$ cat src/logic/mef_pkg.sv
package mef_pkg;
	// register interface widths
	localparam int ADDR_W = 7;
	localparam int DATA_W = 32;
	localparam int NUM_EVENTS = 32;
	localparam int SPI_STATUS_W = 8;
	localparam int DRV_FLAG_W = 8;

	// register addresses
	localparam logic [ADDR_W-1:0] ADDR_STEP_CONF = 7'h0A;
	localparam logic [ADDR_W-1:0] ADDR_SPI_STATUS_SEL = 7'h0B;
	localparam logic [ADDR_W-1:0] ADDR_CLEAR_EXEMPT = 7'h0C;
	localparam logic [ADDR_W-1:0] ADDR_IRQ_ENABLE = 7'h0D;
	localparam logic [ADDR_W-1:0] ADDR_EVENTS = 7'h0E;

	// driver flag selection field inside the step configuration word
	localparam int DRV_SEL_LSB = 16;

	// reset values
	localparam logic [DATA_W-1:0] RST_EVENTS = 32'h0000_0000;
	localparam logic [DRV_FLAG_W-1:0] RST_DRV_SEL = 8'hFB;
	localparam logic [DATA_W-1:0] RST_SPI_STATUS_SEL = 32'h8202_9805;
	localparam logic [DATA_W-1:0] RST_CLEAR_EXEMPT = 32'h0000_0000;
	localparam logic [DATA_W-1:0] RST_IRQ_ENABLE = 32'h0000_0000;

	// velocity and ramp state encodings
	localparam logic [1:0] STATE_ZERO = 2'h0;
	localparam logic [1:0] STATE_POS = 2'h1;
	localparam logic [1:0] STATE_NEG = 2'h2;

	// event bit positions
	localparam int EV_TARGET = 0;
	localparam int EV_POS_COMP = 1;
	localparam int EV_VEL_REACHED = 2;
	localparam int EV_VEL_ZERO = 3;
	localparam int EV_VEL_POS = 4;
	localparam int EV_VEL_NEG = 5;
	localparam int EV_RAMP_CONST = 6;
	localparam int EV_RAMP_ACC = 7;
	localparam int EV_RAMP_DEC = 8;
	localparam int EV_MAX_PHASE = 9;
	localparam int EV_HALT_LOCK = 10;
	localparam int EV_LEFT_SWITCH = 11;
	localparam int EV_RIGHT_SWITCH = 12;
	localparam int EV_LEFT_SOFT = 13;
	localparam int EV_RIGHT_SOFT = 14;
	localparam int EV_HOME_ERROR = 15;
	localparam int EV_POS_CAPTURE = 16;
	localparam int EV_WHOLE_STEP = 17;
	localparam int EV_ENC_FAIL = 18;
	localparam int EV_INDEX = 19;
	localparam int EV_ENC_LATCH = 20;
	localparam int EV_SER_FAULT = 21;
	localparam int EV_CRC_FAIL = 22;
	localparam int EV_SER_RX = 23;
	localparam int EV_DRV_TX = 25;
	localparam int EV_ENC_SPEED_ZERO = 26;
	localparam int EV_ANGLE_MAX = 27;
	localparam int EV_LOOP_TOL = 28;
	localparam int EV_STALL = 29;
	localparam int EV_DRIVER_FLAG = 30;
	localparam int EV_SLEEP = 31;

	// level conditions passed through the rise detector, in this order
	localparam int LVL_W = 12;
endpackage : mef_pkg

$ cat src/logic/mef_rise.sv
`timescale 1ns/10ps
`default_nettype none
module mef_rise
	import mef_pkg::*;
#(
	parameter int W = 1
) (
	clk, // system clock
	rst_n, // synchronised reset, active low
	level, // condition levels
	rise // one-cycle pulse on each rising level
);
	input wire logic clk;
	input wire logic rst_n;
	input wire logic [W-1:0] level;
	output logic [W-1:0] rise;

	logic [W-1:0] prev_reg;
	logic [W-1:0] prev_next;

	// previous levels
	always_comb begin
		prev_next = level;
	end

	always_ff @(posedge clk or negedge rst_n) begin
		if (!rst_n) begin
			prev_reg <= '0;
		end else begin
			prev_reg <= prev_next;
		end
	end

	assign rise = level & ~prev_reg;
endmodule : mef_rise
`default_nettype wire

$ cat src/logic/mef_dir_lock.sv
`timescale 1ns/10ps
`default_nettype none
module mef_dir_lock
	import mef_pkg::*;
(
	clk, // system clock
	rst_n, // synchronised reset, active low
	trigger, // stop condition pulse
	event_set, // matching event bit still set
	release_level, // level that allows release
	release_pulse, // strobe that allows release once seen
	blocked // motion in this direction refused
);
	input wire logic clk;
	input wire logic rst_n;
	input wire logic trigger;
	input wire logic event_set;
	input wire logic release_level;
	input wire logic release_pulse;
	output logic blocked;

	logic blocked_reg;
	logic blocked_next;
	logic seen_reg;
	logic seen_next;

	// remember a rewrite seen before the read
	always_comb begin
		blocked_next = blocked_reg;
		seen_next = seen_reg;
		if (trigger) begin
			blocked_next = 1'b1;
			seen_next = 1'b0;
		end else if (blocked_reg) begin
			if (release_pulse) begin
				seen_next = 1'b1;
			end
			if (!event_set && (release_level || seen_reg || release_pulse)) begin
				blocked_next = 1'b0;
				seen_next = 1'b0;
			end
		end
	end

	always_ff @(posedge clk or negedge rst_n) begin
		if (!rst_n) begin
			blocked_reg <= 1'b0;
			seen_reg <= 1'b0;
		end else begin
			blocked_reg <= blocked_next;
			seen_reg <= seen_next;
		end
	end

	assign blocked = blocked_reg;
endmodule : mef_dir_lock
`default_nettype wire

$ cat src/logic/mef_motion_event_flags.sv
// Operation
// - latch target, position-compare and maximum-velocity reached events
// - latch velocity state becoming zero, positive or negative in bits 3 to 5
// - latch ramp state becoming constant, accelerating or decelerating
// - bit 9 on trapezoid limit speed while velocity above nonzero break velocity
// - bit 10 when halt input goes low; only reset allows motion again
// - bit 11 on left switch; block negative motion until cleared and released
// - right switch event; block positive motion until cleared and released
// - bit 13 left soft limit; block negative until cleared and rewritten or disabled
// - bit 14 right soft limit; block positive until cleared and rewritten or disabled
// - bit 15 on wrong home polarity outside the home margin
// - bit 16 when the captured position register is rewritten
// - latch event when whole-step operation becomes active
// - latch event on encoder position mismatch failure
// - latch index event and encoder latch rewrite as separate bits
// - latch serial sensor fault on multi-cycle or consecutive-request error
// - bit 22 on serial sensor checksum failure
// - latch event on each word received from the serial sensor
// - latch event when a driver datagram has been sent completely
// - latch encoder speed zero and commutation angle maximum events
// - latch event when the loop tolerance flag becomes active
// - stop the motor and latch an event on stall
// - latch driver flag event and sleep timer start event
// - reading events clears them except bits exempted in the exempt mask
// - interrupt output high while any enabled event bit is set
// - selected events are forwarded into eight host status bits
// - selected driver status flags raise the driver event at bit 30
`timescale 1ns/10ps
`default_nettype none
module mef_motion_event_flags
	import mef_pkg::*;
#(
	parameter int VEL_W = 32
) (
	clk, // 100 MHz clock
	resetn, // async reset, low
	reg_addr, // register address
	reg_wr, // write strobe
	reg_rd, // read strobe
	reg_wdata, // write data
	reg_rdata, // read data, next cycle
	target_reached, // at target
	pos_comp_reached, // at compare value
	vel_reached, // at max velocity
	vel_state, // velocity state
	ramp_state, // ramp state
	max_phase, // trapezoid at limit
	actual_velocity, // velocity magnitude
	break_velocity, // break velocity
	halt_lock_input_n, // halt input, low
	left_limit_switch, // left switch
	right_limit_switch, // right switch
	stop_left_en, // left switch enable
	stop_right_en, // right switch enable
	left_soft_limit, // left soft limit hit
	right_soft_limit, // right soft limit hit
	virtual_left_limit_en, // left soft enable
	virtual_right_limit_en, // right soft enable
	left_soft_limit_wr, // left limit rewritten
	right_soft_limit_wr, // right limit rewritten
	actual_position_wr, // position rewritten
	home_wrong_level, // home level wrong
	home_outside_margin, // outside home margin
	position_capture_wr, // capture written
	whole_step_active, // whole-step mode
	encoder_fail, // encoder mismatch
	index_active, // index event
	encoder_latch_wr, // encoder latch written
	multi_cycle_fail, // multi-cycle fault
	consecutive_fail, // consecutive fault
	crc_fail, // checksum fault
	serial_sensor_rx, // sensor word in
	driver_tx_done, // driver datagram out
	encoder_speed_zero, // encoder stopped
	commutation_angle_max, // angle at max
	loop_in_tolerance_flag, // loop in tolerance
	stall_detected, // stall
	driver_status, // driver flags
	sleep_timer_start, // sleep timer start
	irq, // interrupt, high
	spi_status, // host status byte
	block_neg_motion, // negative refused
	block_pos_motion, // positive refused
	halt_lock, // halted until reset
	stop_motor // stall stop
);
	input wire logic clk;
	input wire logic resetn;
	input wire logic [ADDR_W-1:0] reg_addr;
	input wire logic reg_wr;
	input wire logic reg_rd;
	input wire logic [DATA_W-1:0] reg_wdata;
	output logic [DATA_W-1:0] reg_rdata;
	input wire logic target_reached;
	input wire logic pos_comp_reached;
	input wire logic vel_reached;
	input wire logic [1:0] vel_state;
	input wire logic [1:0] ramp_state;
	input wire logic max_phase;
	input wire logic [VEL_W-1:0] actual_velocity;
	input wire logic [VEL_W-1:0] break_velocity;
	input wire logic halt_lock_input_n;
	input wire logic left_limit_switch;
	input wire logic right_limit_switch;
	input wire logic stop_left_en;
	input wire logic stop_right_en;
	input wire logic left_soft_limit;
	input wire logic right_soft_limit;
	input wire logic virtual_left_limit_en;
	input wire logic virtual_right_limit_en;
	input wire logic left_soft_limit_wr;
	input wire logic right_soft_limit_wr;
	input wire logic actual_position_wr;
	input wire logic home_wrong_level;
	input wire logic home_outside_margin;
	input wire logic position_capture_wr;
	input wire logic whole_step_active;
	input wire logic encoder_fail;
	input wire logic index_active;
	input wire logic encoder_latch_wr;
	input wire logic multi_cycle_fail;
	input wire logic consecutive_fail;
	input wire logic crc_fail;
	input wire logic serial_sensor_rx;
	input wire logic driver_tx_done;
	input wire logic encoder_speed_zero;
	input wire logic commutation_angle_max;
	input wire logic loop_in_tolerance_flag;
	input wire logic stall_detected;
	input wire logic [DRV_FLAG_W-1:0] driver_status;
	input wire logic sleep_timer_start;
	output logic irq;
	output logic [SPI_STATUS_W-1:0] spi_status;
	output logic block_neg_motion;
	output logic block_pos_motion;
	output logic halt_lock;
	output logic stop_motor;

	// reset release through two flops; assertion stays asynchronous
	logic rst_sync1_reg;
	logic rst_n;
	always_ff @(posedge clk or negedge resetn) begin
		if (!resetn) begin
			rst_sync1_reg <= 1'b0;
			rst_n <= 1'b0;
		end else begin
			rst_sync1_reg <= 1'b1;
			rst_n <= rst_sync1_reg;
		end
	end

	// configuration and event state
	logic [DATA_W-1:0] events_reg;
	logic [DATA_W-1:0] events_next;
	logic [DRV_FLAG_W-1:0] drv_sel_reg;
	logic [DRV_FLAG_W-1:0] drv_sel_next;
	logic [DATA_W-1:0] spi_sel_reg;
	logic [DATA_W-1:0] spi_sel_next;
	logic [DATA_W-1:0] exempt_reg;
	logic [DATA_W-1:0] exempt_next;
	logic [DATA_W-1:0] irq_en_reg;
	logic [DATA_W-1:0] irq_en_next;
	logic [DATA_W-1:0] rdata_reg;
	logic [DATA_W-1:0] rdata_next;
	logic [SPI_STATUS_W-1:0] spi_status_reg;
	logic [SPI_STATUS_W-1:0] spi_status_next;
	logic halt_reg;
	logic halt_next;
	logic stall_stop_reg;
	logic stall_stop_next;

	// level conditions whose rising edge is the event
	logic [LVL_W-1:0] lvl;
	logic [LVL_W-1:0] lvl_rise;
	logic max_phase_cond;
	logic home_cond;

	assign max_phase_cond = max_phase && (break_velocity != '0) &&
		(actual_velocity > break_velocity);
	assign home_cond = home_wrong_level && home_outside_margin;
	assign lvl = {
		stall_detected,
		loop_in_tolerance_flag,
		commutation_angle_max,
		encoder_speed_zero,
		index_active,
		encoder_fail,
		whole_step_active,
		home_cond,
		right_soft_limit,
		left_soft_limit,
		!halt_lock_input_n,
		max_phase_cond
	};

	mef_rise #(.W(LVL_W)) u_lvl_rise (
		.clk(clk),
		.rst_n(rst_n),
		.level(lvl),
		.rise(lvl_rise)
	);

	// reached flags and driver flags
	logic [2:0] flag_rise;
	logic [DRV_FLAG_W-1:0] drv_rise;
	mef_rise #(.W(3)) u_flag_rise (
		.clk(clk),
		.rst_n(rst_n),
		.level({vel_reached, pos_comp_reached, target_reached}),
		.rise(flag_rise)
	);
	mef_rise #(.W(DRV_FLAG_W)) u_drv_rise (
		.clk(clk),
		.rst_n(rst_n),
		.level(driver_status),
		.rise(drv_rise)
	);

	// a disabled switch raises no event
	logic [1:0] sw_rise;
	mef_rise #(.W(2)) u_sw_rise (
		.clk(clk),
		.rst_n(rst_n),
		.level({right_limit_switch && stop_right_en, left_limit_switch && stop_left_en}),
		.rise(sw_rise)
	);

	// event when a state newly takes a value
	logic [1:0] vel_prev_reg;
	logic [1:0] ramp_prev_reg;
	always_ff @(posedge clk or negedge rst_n) begin
		if (!rst_n) begin
			vel_prev_reg <= STATE_ZERO;
			ramp_prev_reg <= STATE_ZERO;
		end else begin
			vel_prev_reg <= vel_state;
			ramp_prev_reg <= ramp_state;
		end
	end

	// gather all set requests into one word
	logic [DATA_W-1:0] set_vec;
	always_comb begin
		set_vec = '0;
		set_vec[EV_TARGET] = flag_rise[0];
		set_vec[EV_POS_COMP] = flag_rise[1];
		set_vec[EV_VEL_REACHED] = flag_rise[2];
		set_vec[EV_VEL_ZERO] = (vel_state != vel_prev_reg) && (vel_state == STATE_ZERO);
		set_vec[EV_VEL_POS] = (vel_state != vel_prev_reg) && (vel_state == STATE_POS);
		set_vec[EV_VEL_NEG] = (vel_state != vel_prev_reg) && (vel_state == STATE_NEG);
		set_vec[EV_RAMP_CONST] = (ramp_state != ramp_prev_reg) && (ramp_state == STATE_ZERO);
		set_vec[EV_RAMP_ACC] = (ramp_state != ramp_prev_reg) && (ramp_state == STATE_POS);
		set_vec[EV_RAMP_DEC] = (ramp_state != ramp_prev_reg) && (ramp_state == STATE_NEG);
		set_vec[EV_MAX_PHASE] = lvl_rise[0];
		set_vec[EV_HALT_LOCK] = lvl_rise[1];
		set_vec[EV_LEFT_SWITCH] = sw_rise[0];
		set_vec[EV_RIGHT_SWITCH] = sw_rise[1];
		set_vec[EV_LEFT_SOFT] = lvl_rise[2] && virtual_left_limit_en;
		set_vec[EV_RIGHT_SOFT] = lvl_rise[3] && virtual_right_limit_en;
		set_vec[EV_HOME_ERROR] = lvl_rise[4];
		set_vec[EV_POS_CAPTURE] = position_capture_wr;
		set_vec[EV_WHOLE_STEP] = lvl_rise[5];
		set_vec[EV_ENC_FAIL] = lvl_rise[6];
		set_vec[EV_INDEX] = lvl_rise[7];
		set_vec[EV_ENC_LATCH] = encoder_latch_wr;
		set_vec[EV_SER_FAULT] = multi_cycle_fail || consecutive_fail;
		set_vec[EV_CRC_FAIL] = crc_fail;
		set_vec[EV_SER_RX] = serial_sensor_rx;
		set_vec[EV_DRV_TX] = driver_tx_done;
		set_vec[EV_ENC_SPEED_ZERO] = lvl_rise[8];
		set_vec[EV_ANGLE_MAX] = lvl_rise[9];
		set_vec[EV_LOOP_TOL] = lvl_rise[10];
		set_vec[EV_STALL] = lvl_rise[11];
		set_vec[EV_DRIVER_FLAG] = |(drv_rise & drv_sel_reg);
		set_vec[EV_SLEEP] = sleep_timer_start;
	end

	// direction locks; virtual limits release on a rewrite or when disabled
	logic [3:0] lock_trig;
	logic [3:0] lock_ev;
	logic [3:0] lock_lvl;
	logic [3:0] lock_pulse;
	logic [3:0] lock_out;
	assign lock_trig = {set_vec[EV_RIGHT_SOFT], set_vec[EV_LEFT_SOFT],
		set_vec[EV_RIGHT_SWITCH], set_vec[EV_LEFT_SWITCH]};
	assign lock_ev = {events_reg[EV_RIGHT_SOFT], events_reg[EV_LEFT_SOFT],
		events_reg[EV_RIGHT_SWITCH], events_reg[EV_LEFT_SWITCH]};
	assign lock_lvl = {!virtual_right_limit_en, !virtual_left_limit_en,
		!right_limit_switch || !stop_right_en, !left_limit_switch || !stop_left_en};
	assign lock_pulse = {right_soft_limit_wr || actual_position_wr,
		left_soft_limit_wr || actual_position_wr, 2'b00};

	genvar gi;
	generate
		for (gi = 0; gi < 4; gi++) begin : g_lock
			mef_dir_lock u_lock (
				.clk(clk),
				.rst_n(rst_n),
				.trigger(lock_trig[gi]),
				.event_set(lock_ev[gi]),
				.release_level(lock_lvl[gi]),
				.release_pulse(lock_pulse[gi]),
				.blocked(lock_out[gi])
			);
		end
	endgenerate

	assign block_neg_motion = lock_out[0] || lock_out[2] || halt_reg || stall_stop_reg;
	assign block_pos_motion = lock_out[1] || lock_out[3] || halt_reg || stall_stop_reg;

	// register access: a set in the read cycle survives the clear
	always_comb begin
		events_next = events_reg | set_vec;
		drv_sel_next = drv_sel_reg;
		spi_sel_next = spi_sel_reg;
		exempt_next = exempt_reg;
		irq_en_next = irq_en_reg;
		rdata_next = rdata_reg;
		if (reg_rd) begin
			case (reg_addr)
				ADDR_STEP_CONF: rdata_next = {{(DATA_W-DRV_SEL_LSB-DRV_FLAG_W){1'b0}},
					drv_sel_reg, {DRV_SEL_LSB{1'b0}}};
				ADDR_SPI_STATUS_SEL: rdata_next = spi_sel_reg;
				ADDR_CLEAR_EXEMPT: rdata_next = exempt_reg;
				ADDR_IRQ_ENABLE: rdata_next = irq_en_reg;
				ADDR_EVENTS: begin
					rdata_next = events_reg;
					events_next = (events_reg & exempt_reg) | set_vec;
				end
				default: rdata_next = '0;
			endcase
		end
		if (reg_wr) begin
			case (reg_addr)
				ADDR_STEP_CONF: drv_sel_next = reg_wdata[DRV_SEL_LSB +: DRV_FLAG_W];
				ADDR_SPI_STATUS_SEL: spi_sel_next = reg_wdata;
				ADDR_CLEAR_EXEMPT: exempt_next = reg_wdata;
				ADDR_IRQ_ENABLE: irq_en_next = reg_wdata;
				default: ;
			endcase
		end
	end

	// lowest selected events fill the status byte from bit 0
	always_comb begin
		int slot;
		slot = 0;
		spi_status_next = '0;
		for (int i = 0; i < NUM_EVENTS; i++) begin
			if (spi_sel_reg[i] && slot < SPI_STATUS_W) begin
				spi_status_next[slot[2:0]] = events_next[i];
				slot = slot + 1;
			end
		end
	end

	// halt holds until reset; stall stop falls with its event bit
	always_comb begin
		halt_next = halt_reg || set_vec[EV_HALT_LOCK];
		stall_stop_next = set_vec[EV_STALL] || (stall_stop_reg && events_reg[EV_STALL]);
	end

	always_ff @(posedge clk or negedge rst_n) begin
		if (!rst_n) begin
			events_reg <= RST_EVENTS;
			drv_sel_reg <= RST_DRV_SEL;
			spi_sel_reg <= RST_SPI_STATUS_SEL;
			exempt_reg <= RST_CLEAR_EXEMPT;
			irq_en_reg <= RST_IRQ_ENABLE;
			rdata_reg <= '0;
			spi_status_reg <= '0;
			halt_reg <= 1'b0;
			stall_stop_reg <= 1'b0;
		end else begin
			events_reg <= events_next;
			drv_sel_reg <= drv_sel_next;
			spi_sel_reg <= spi_sel_next;
			exempt_reg <= exempt_next;
			irq_en_reg <= irq_en_next;
			rdata_reg <= rdata_next;
			spi_status_reg <= spi_status_next;
			halt_reg <= halt_next;
			stall_stop_reg <= stall_stop_next;
		end
	end

	assign reg_rdata = rdata_reg;
	assign spi_status = spi_status_reg;
	assign irq = |(events_reg & irq_en_reg);
	assign halt_lock = halt_reg;
	assign stop_motor = stall_stop_reg;
endmodule : mef_motion_event_flags
`default_nettype wire

$ cat config.mk
export PLATFORM = sky130hd
export DESIGN_NAME = mef_motion_event_flags
export DESIGN_NICKNAME = d
export VERILOG_FILES = /design/src/logic/mef_pkg.sv /design/src/logic/mef_rise.sv /design/src/logic/mef_dir_lock.sv /design/src/logic/mef_motion_event_flags.sv
export SDC_FILE = /design/constraint.sdc
export NUM_CORES = 1
export LEC_CHECK = 0
export BUFFER_PORTS_ARGS = -buffer_cell sky130_fd_sc_hd__buf_2
export CAP_MARGIN = 20
export CORE_MARGIN = 2
export CORE_UTILIZATION = 61
export CTS_CLUSTER_DIAMETER = 200
export DETAILED_ROUTE_END_ITERATION = 12
export GPL_ROUTABILITY_DRIVEN = 0
export MAX_ROUTING_LAYER = met4
export PLACE_DENSITY = 0.82
export SETUP_SLACK_MARGIN = 0.15
export SYNTH_ARGS = -nofsm -noshare
export SYNTH_HDL_FRONTEND = slang
export SYNTH_SLANG_ARGS = --single-unit
export TNS_END_PERCENT = 50
$ cat constraint.sdc
create_clock -name clk -period 9.3 [get_ports clk]
set_clock_uncertainty 0.05 [all_clocks]
set_input_delay 1.395 -clock clk [delete_from_list [all_inputs] [get_ports clk]]
set_output_delay 1.395 -clock clk [all_outputs]
set_load 0.01 [all_outputs]
==> impl_metrics.env <==
export IMPL_end_kind="flop"
export IMPL_clock_sinks=215
export IMPL_yosysTopAreaCell="dfrtp_1"
export IMPL_multi_input_area_sq_mm=0.0132
export IMPL_syn_inst=2072
export IMPL_hold_ws_ns=0.314
export IMPL_synth_fa_ha_area_share_pct=4.28
export IMPL_coreArea_sq_mm=0.0299
export IMPL_synth_nets=2287
export IMPL_die_w_microns=179
export IMPL_wl_per_cell_microns=22.4
export IMPL_fp_dieH_microns=179
export IMPL_final_layout_size_suffix_gt1_share_pct=39.9
export IMPL_crit_fanout=4
export IMPL_clkLatencyLatePin_ns=0.54
export IMPL_ys_seq_area_share_pct=29.0
export IMPL_synthSimpleGateAreaFrac_pct=19.9
export IMPL_p_leak_uw=0.0113
export IMPL_yosysUniqueCellTypes=125
export IMPL_p_per_area_mw_per_mm2=266
export IMPL_finalMaxSlewViolations=0
export IMPL_fin_crit_sh_pct=188
export IMPL_syn_avg_cell_area_sq_um=8.98
export IMPL_dpl_cell_area_sq_mm=0.0233
export IMPL_synth_edf_count=0
export IMPL_start_util_pct=62.3
export IMPL_clockBufferDepth=3
export IMPL_utilization_pct=82.7
export IMPL_synth_xor_area_share_pct=5.54
export IMPL_stdcell_count=3055
export IMPL_ant_nets=0
export IMPL_antenna_found_initial=4
export IMPL_synth_top_area_share_pct=26.9
export IMPL_cpMaxStageDelayCell="fa_2"
export IMPL_grt_pass1_wl_mm=104
export IMPL_wl_mm=68.6
export IMPL_critical_path_max_stage_delay_ns=0.62
export IMPL_setup_ws_ns=-8.20
export IMPL_cp_arrival_ns=17.84
export IMPL_vdd_drop_max_mv=0.442
export IMPL_yosys_warnings=0
export IMPL_io_pins=197
export IMPL_cpMostUsedCell="ha_4"
export IMPL_critPathKind="flop to flop"
export IMPL_grt_pass1_vias=20200
export IMPL_start_kind="flop"
export IMPL_worst_pin_slew_ns=1.07
export IMPL_fmaxAchievable_mhz=57.1
export IMPL_hpwl_mm=47.2
export IMPL_viasPerCell=6.66
export IMPL_synth_common_cells="200 x dfrtp_1, 189 x nand2_1, 168 x mux2i_1"
export IMPL_n_fill_cell=1587
export IMPL_syn_area_sq_mm=0.0186
export IMPL_period_minus_slack_ns=17.50
export IMPL_maxCapViolations=0
export IMPL_fin_area_sq_mm=0.0247
export IMPL_ys_flop_type="dfrtp_1"
export IMPL_seqCellArea_sq_mm=0.00540
export IMPL_num_vias=20400
export IMPL_grt_max_degree=77
export IMPL_rsz0062_at_grt="yes"
export IMPL_cts_root_buf="clkbuf_16"
export IMPL_cts_buffers=23
export IMPL_synth_compound_area_share_pct=17.7
export IMPL_grt_usage_pct=42.4
export IMPL_placedCellCount=2970
export IMPL_area_growth_pct=32.8
export IMPL_drtPass1Iterations=7
export IMPL_cts_tree="built"
export IMPL_num_rows=63
export IMPL_portBuffers=196
export IMPL_fp_dieArea_sq_mm=0.0319
export IMPL_synth_top_family_by_area="simple AND/OR/NAND/NOR gates"
export IMPL_holdPathStages=0
export IMPL_slew_headroom_pct=28.5
export IMPL_clkSlewWorstSetupHoldPaths_ns=0.07
export IMPL_ys_ff_latch=215
export IMPL_ys_async_sr_fraction_pct=100
export IMPL_setup_viol=8
export IMPL_drc=0
export IMPL_worst_r2r_cell_count=91
export IMPL_drt_initial_drc_count=2847
export IMPL_yosys_top_cells_area="dfrtp_1 27%, mux2_2 9.1%, mux2i_1 9.0%"
export IMPL_hold_viol_final=0
export IMPL_grt_ovfl_total=0
export IMPL_synth_area_mux_share_pct=18.5
export IMPL_dp_slack_ns=-8.26
export IMPL_violations="negative setup slack"
export IMPL_status="finished, violations left"
export IMPL_required_ns=9.64
export IMPL_nets=2860
export IMPL_h_tree_depth=1
export IMPL_yosys_cell_count_top_type="dfrtp_1"
export IMPL_cts_hold_fix_buffers=0
export IMPL_hp_class="flop to flop"
cell type report:
cell class	count	share of cell area, %
Antenna cell	4	0.0405
Clock buffer	31	2.53
Clock inverter	10	0.532
Inverter	147	2.28
Multi-Input combinational cell	1622	53.3
Sequential cell	215	21.9
Tap cell	390	1.97
Timing Repair Buffer	636	17.4
cells in the final DEF, fill, tap and decap left out, types with 11 or more instances in the layout:
cell       instances
xnor2_1           21
a21oi_1           53
a221oi_1          12
mux2_4            11
nand3_1           55
and3_1            14
nor2b_1           26
nor4_1            18
and2_1            18
a31oi_1           15
o21a_1            15
buf_4            436
inv_1            124
nand3_2           11
nand3b_1          11
a21o_1            17
ha_4              23
buf_2            197
nor3_1            63
clkbuf_16         23
or2_2             12
o22ai_1           36
nor2_1           161
nand4_1           28
o211ai_1          15
inv_2             18
o21ai_0           89
nor3b_1           12
mux2i_1          163
mux2_2           142
o21ai_1           13
ha_1              39
a222oi_1          24
dfstp_2           15
nand2b_1          20
dfrtp_1          199
nand2_1          185
a22oi_1           15
logic make-up after synthesis:
group                      count (synthesis)
xor gates and xnor gates                  66
muxes                                    323
DFF                                      215
and+or+nand+nor                          725
AOI/OAI and AO/OA                        444
buffers and inverters                    235
adders and majority gates                 63
other                                      1
per-stage QoR:
| step | setup TNS, ns | total power [uW] |
|---|---|---|
| floorplan | -71.81 | 3520 |
| global placement | -61.73 | 4820 |
| detailed placement | -65.57 | 5000 |
| CTS | -60.80 | 6240 |
| global route | -69.29 | 6850 |
| finish | -65.13 | 6560 |
metal layers:
| metal | wire length [microns] | track usage (%) | up-vias |
|---|---|---|---|
| li1 | - | - | 8773 |
| met1 | 24400 | 49.8 | 9571 |
| met2 | 31700 | 68.4 | 1609 |
| met3 | 8180 | 9.40 | 401 |
| met4 | 4300 | 22.1 | 0 |
| met5 | 0 | - | - |
final timing paths:
path / start / to / slack (ns)
setup reg to reg: spi_sel_reg[2] / spi_status[3] / -8.20
hold reg to reg: rst_sync1_reg / rst_n / 0.31
min in group asynchronous: rst_n / spi_status[7] / 0.46
hold / removal: rst_sync1_reg / rst_n / 0.31
setup / recovery: spi_sel_reg[2] / spi_status[3] / -8.20
max in group asynchronous: rst_n / u_lvl_rise.prev_reg[2] / 7.18
repair_timing:
item                                    CTS  global route
setup buffers                            27            11
endpoints found under the setup margin    8             8
cloned                                    1             0
gates resized for setup                  48            21
pin swaps                                59            26
worst max-delay path: cells and delay by family (launching register included):
family | cells | cell delay, ns
buffers and inverters | 15 | 1.49
AO/OA/AOI/OAI | 21 | 3.48
multiplexers | 10 | 2.59
flip-flops | 1 | 0.54
AND/OR/NAND/NOR | 23 | 3.62
adder cells (fa/ha/maj) | 21 | 5.32
XOR/XNOR | 1 | 0.26
power breakdown:
| part | leakage, uW | switching, uW | internal, uW |
|---|---|---|---|
| Sequential | 0.00263 | 76.3 | 1010 |
| Clock | 0.000365 | 413 | 536 |
| Combinational | 0.00827 | 2290 | 2240 |
(Power assumes the default switching activity.)
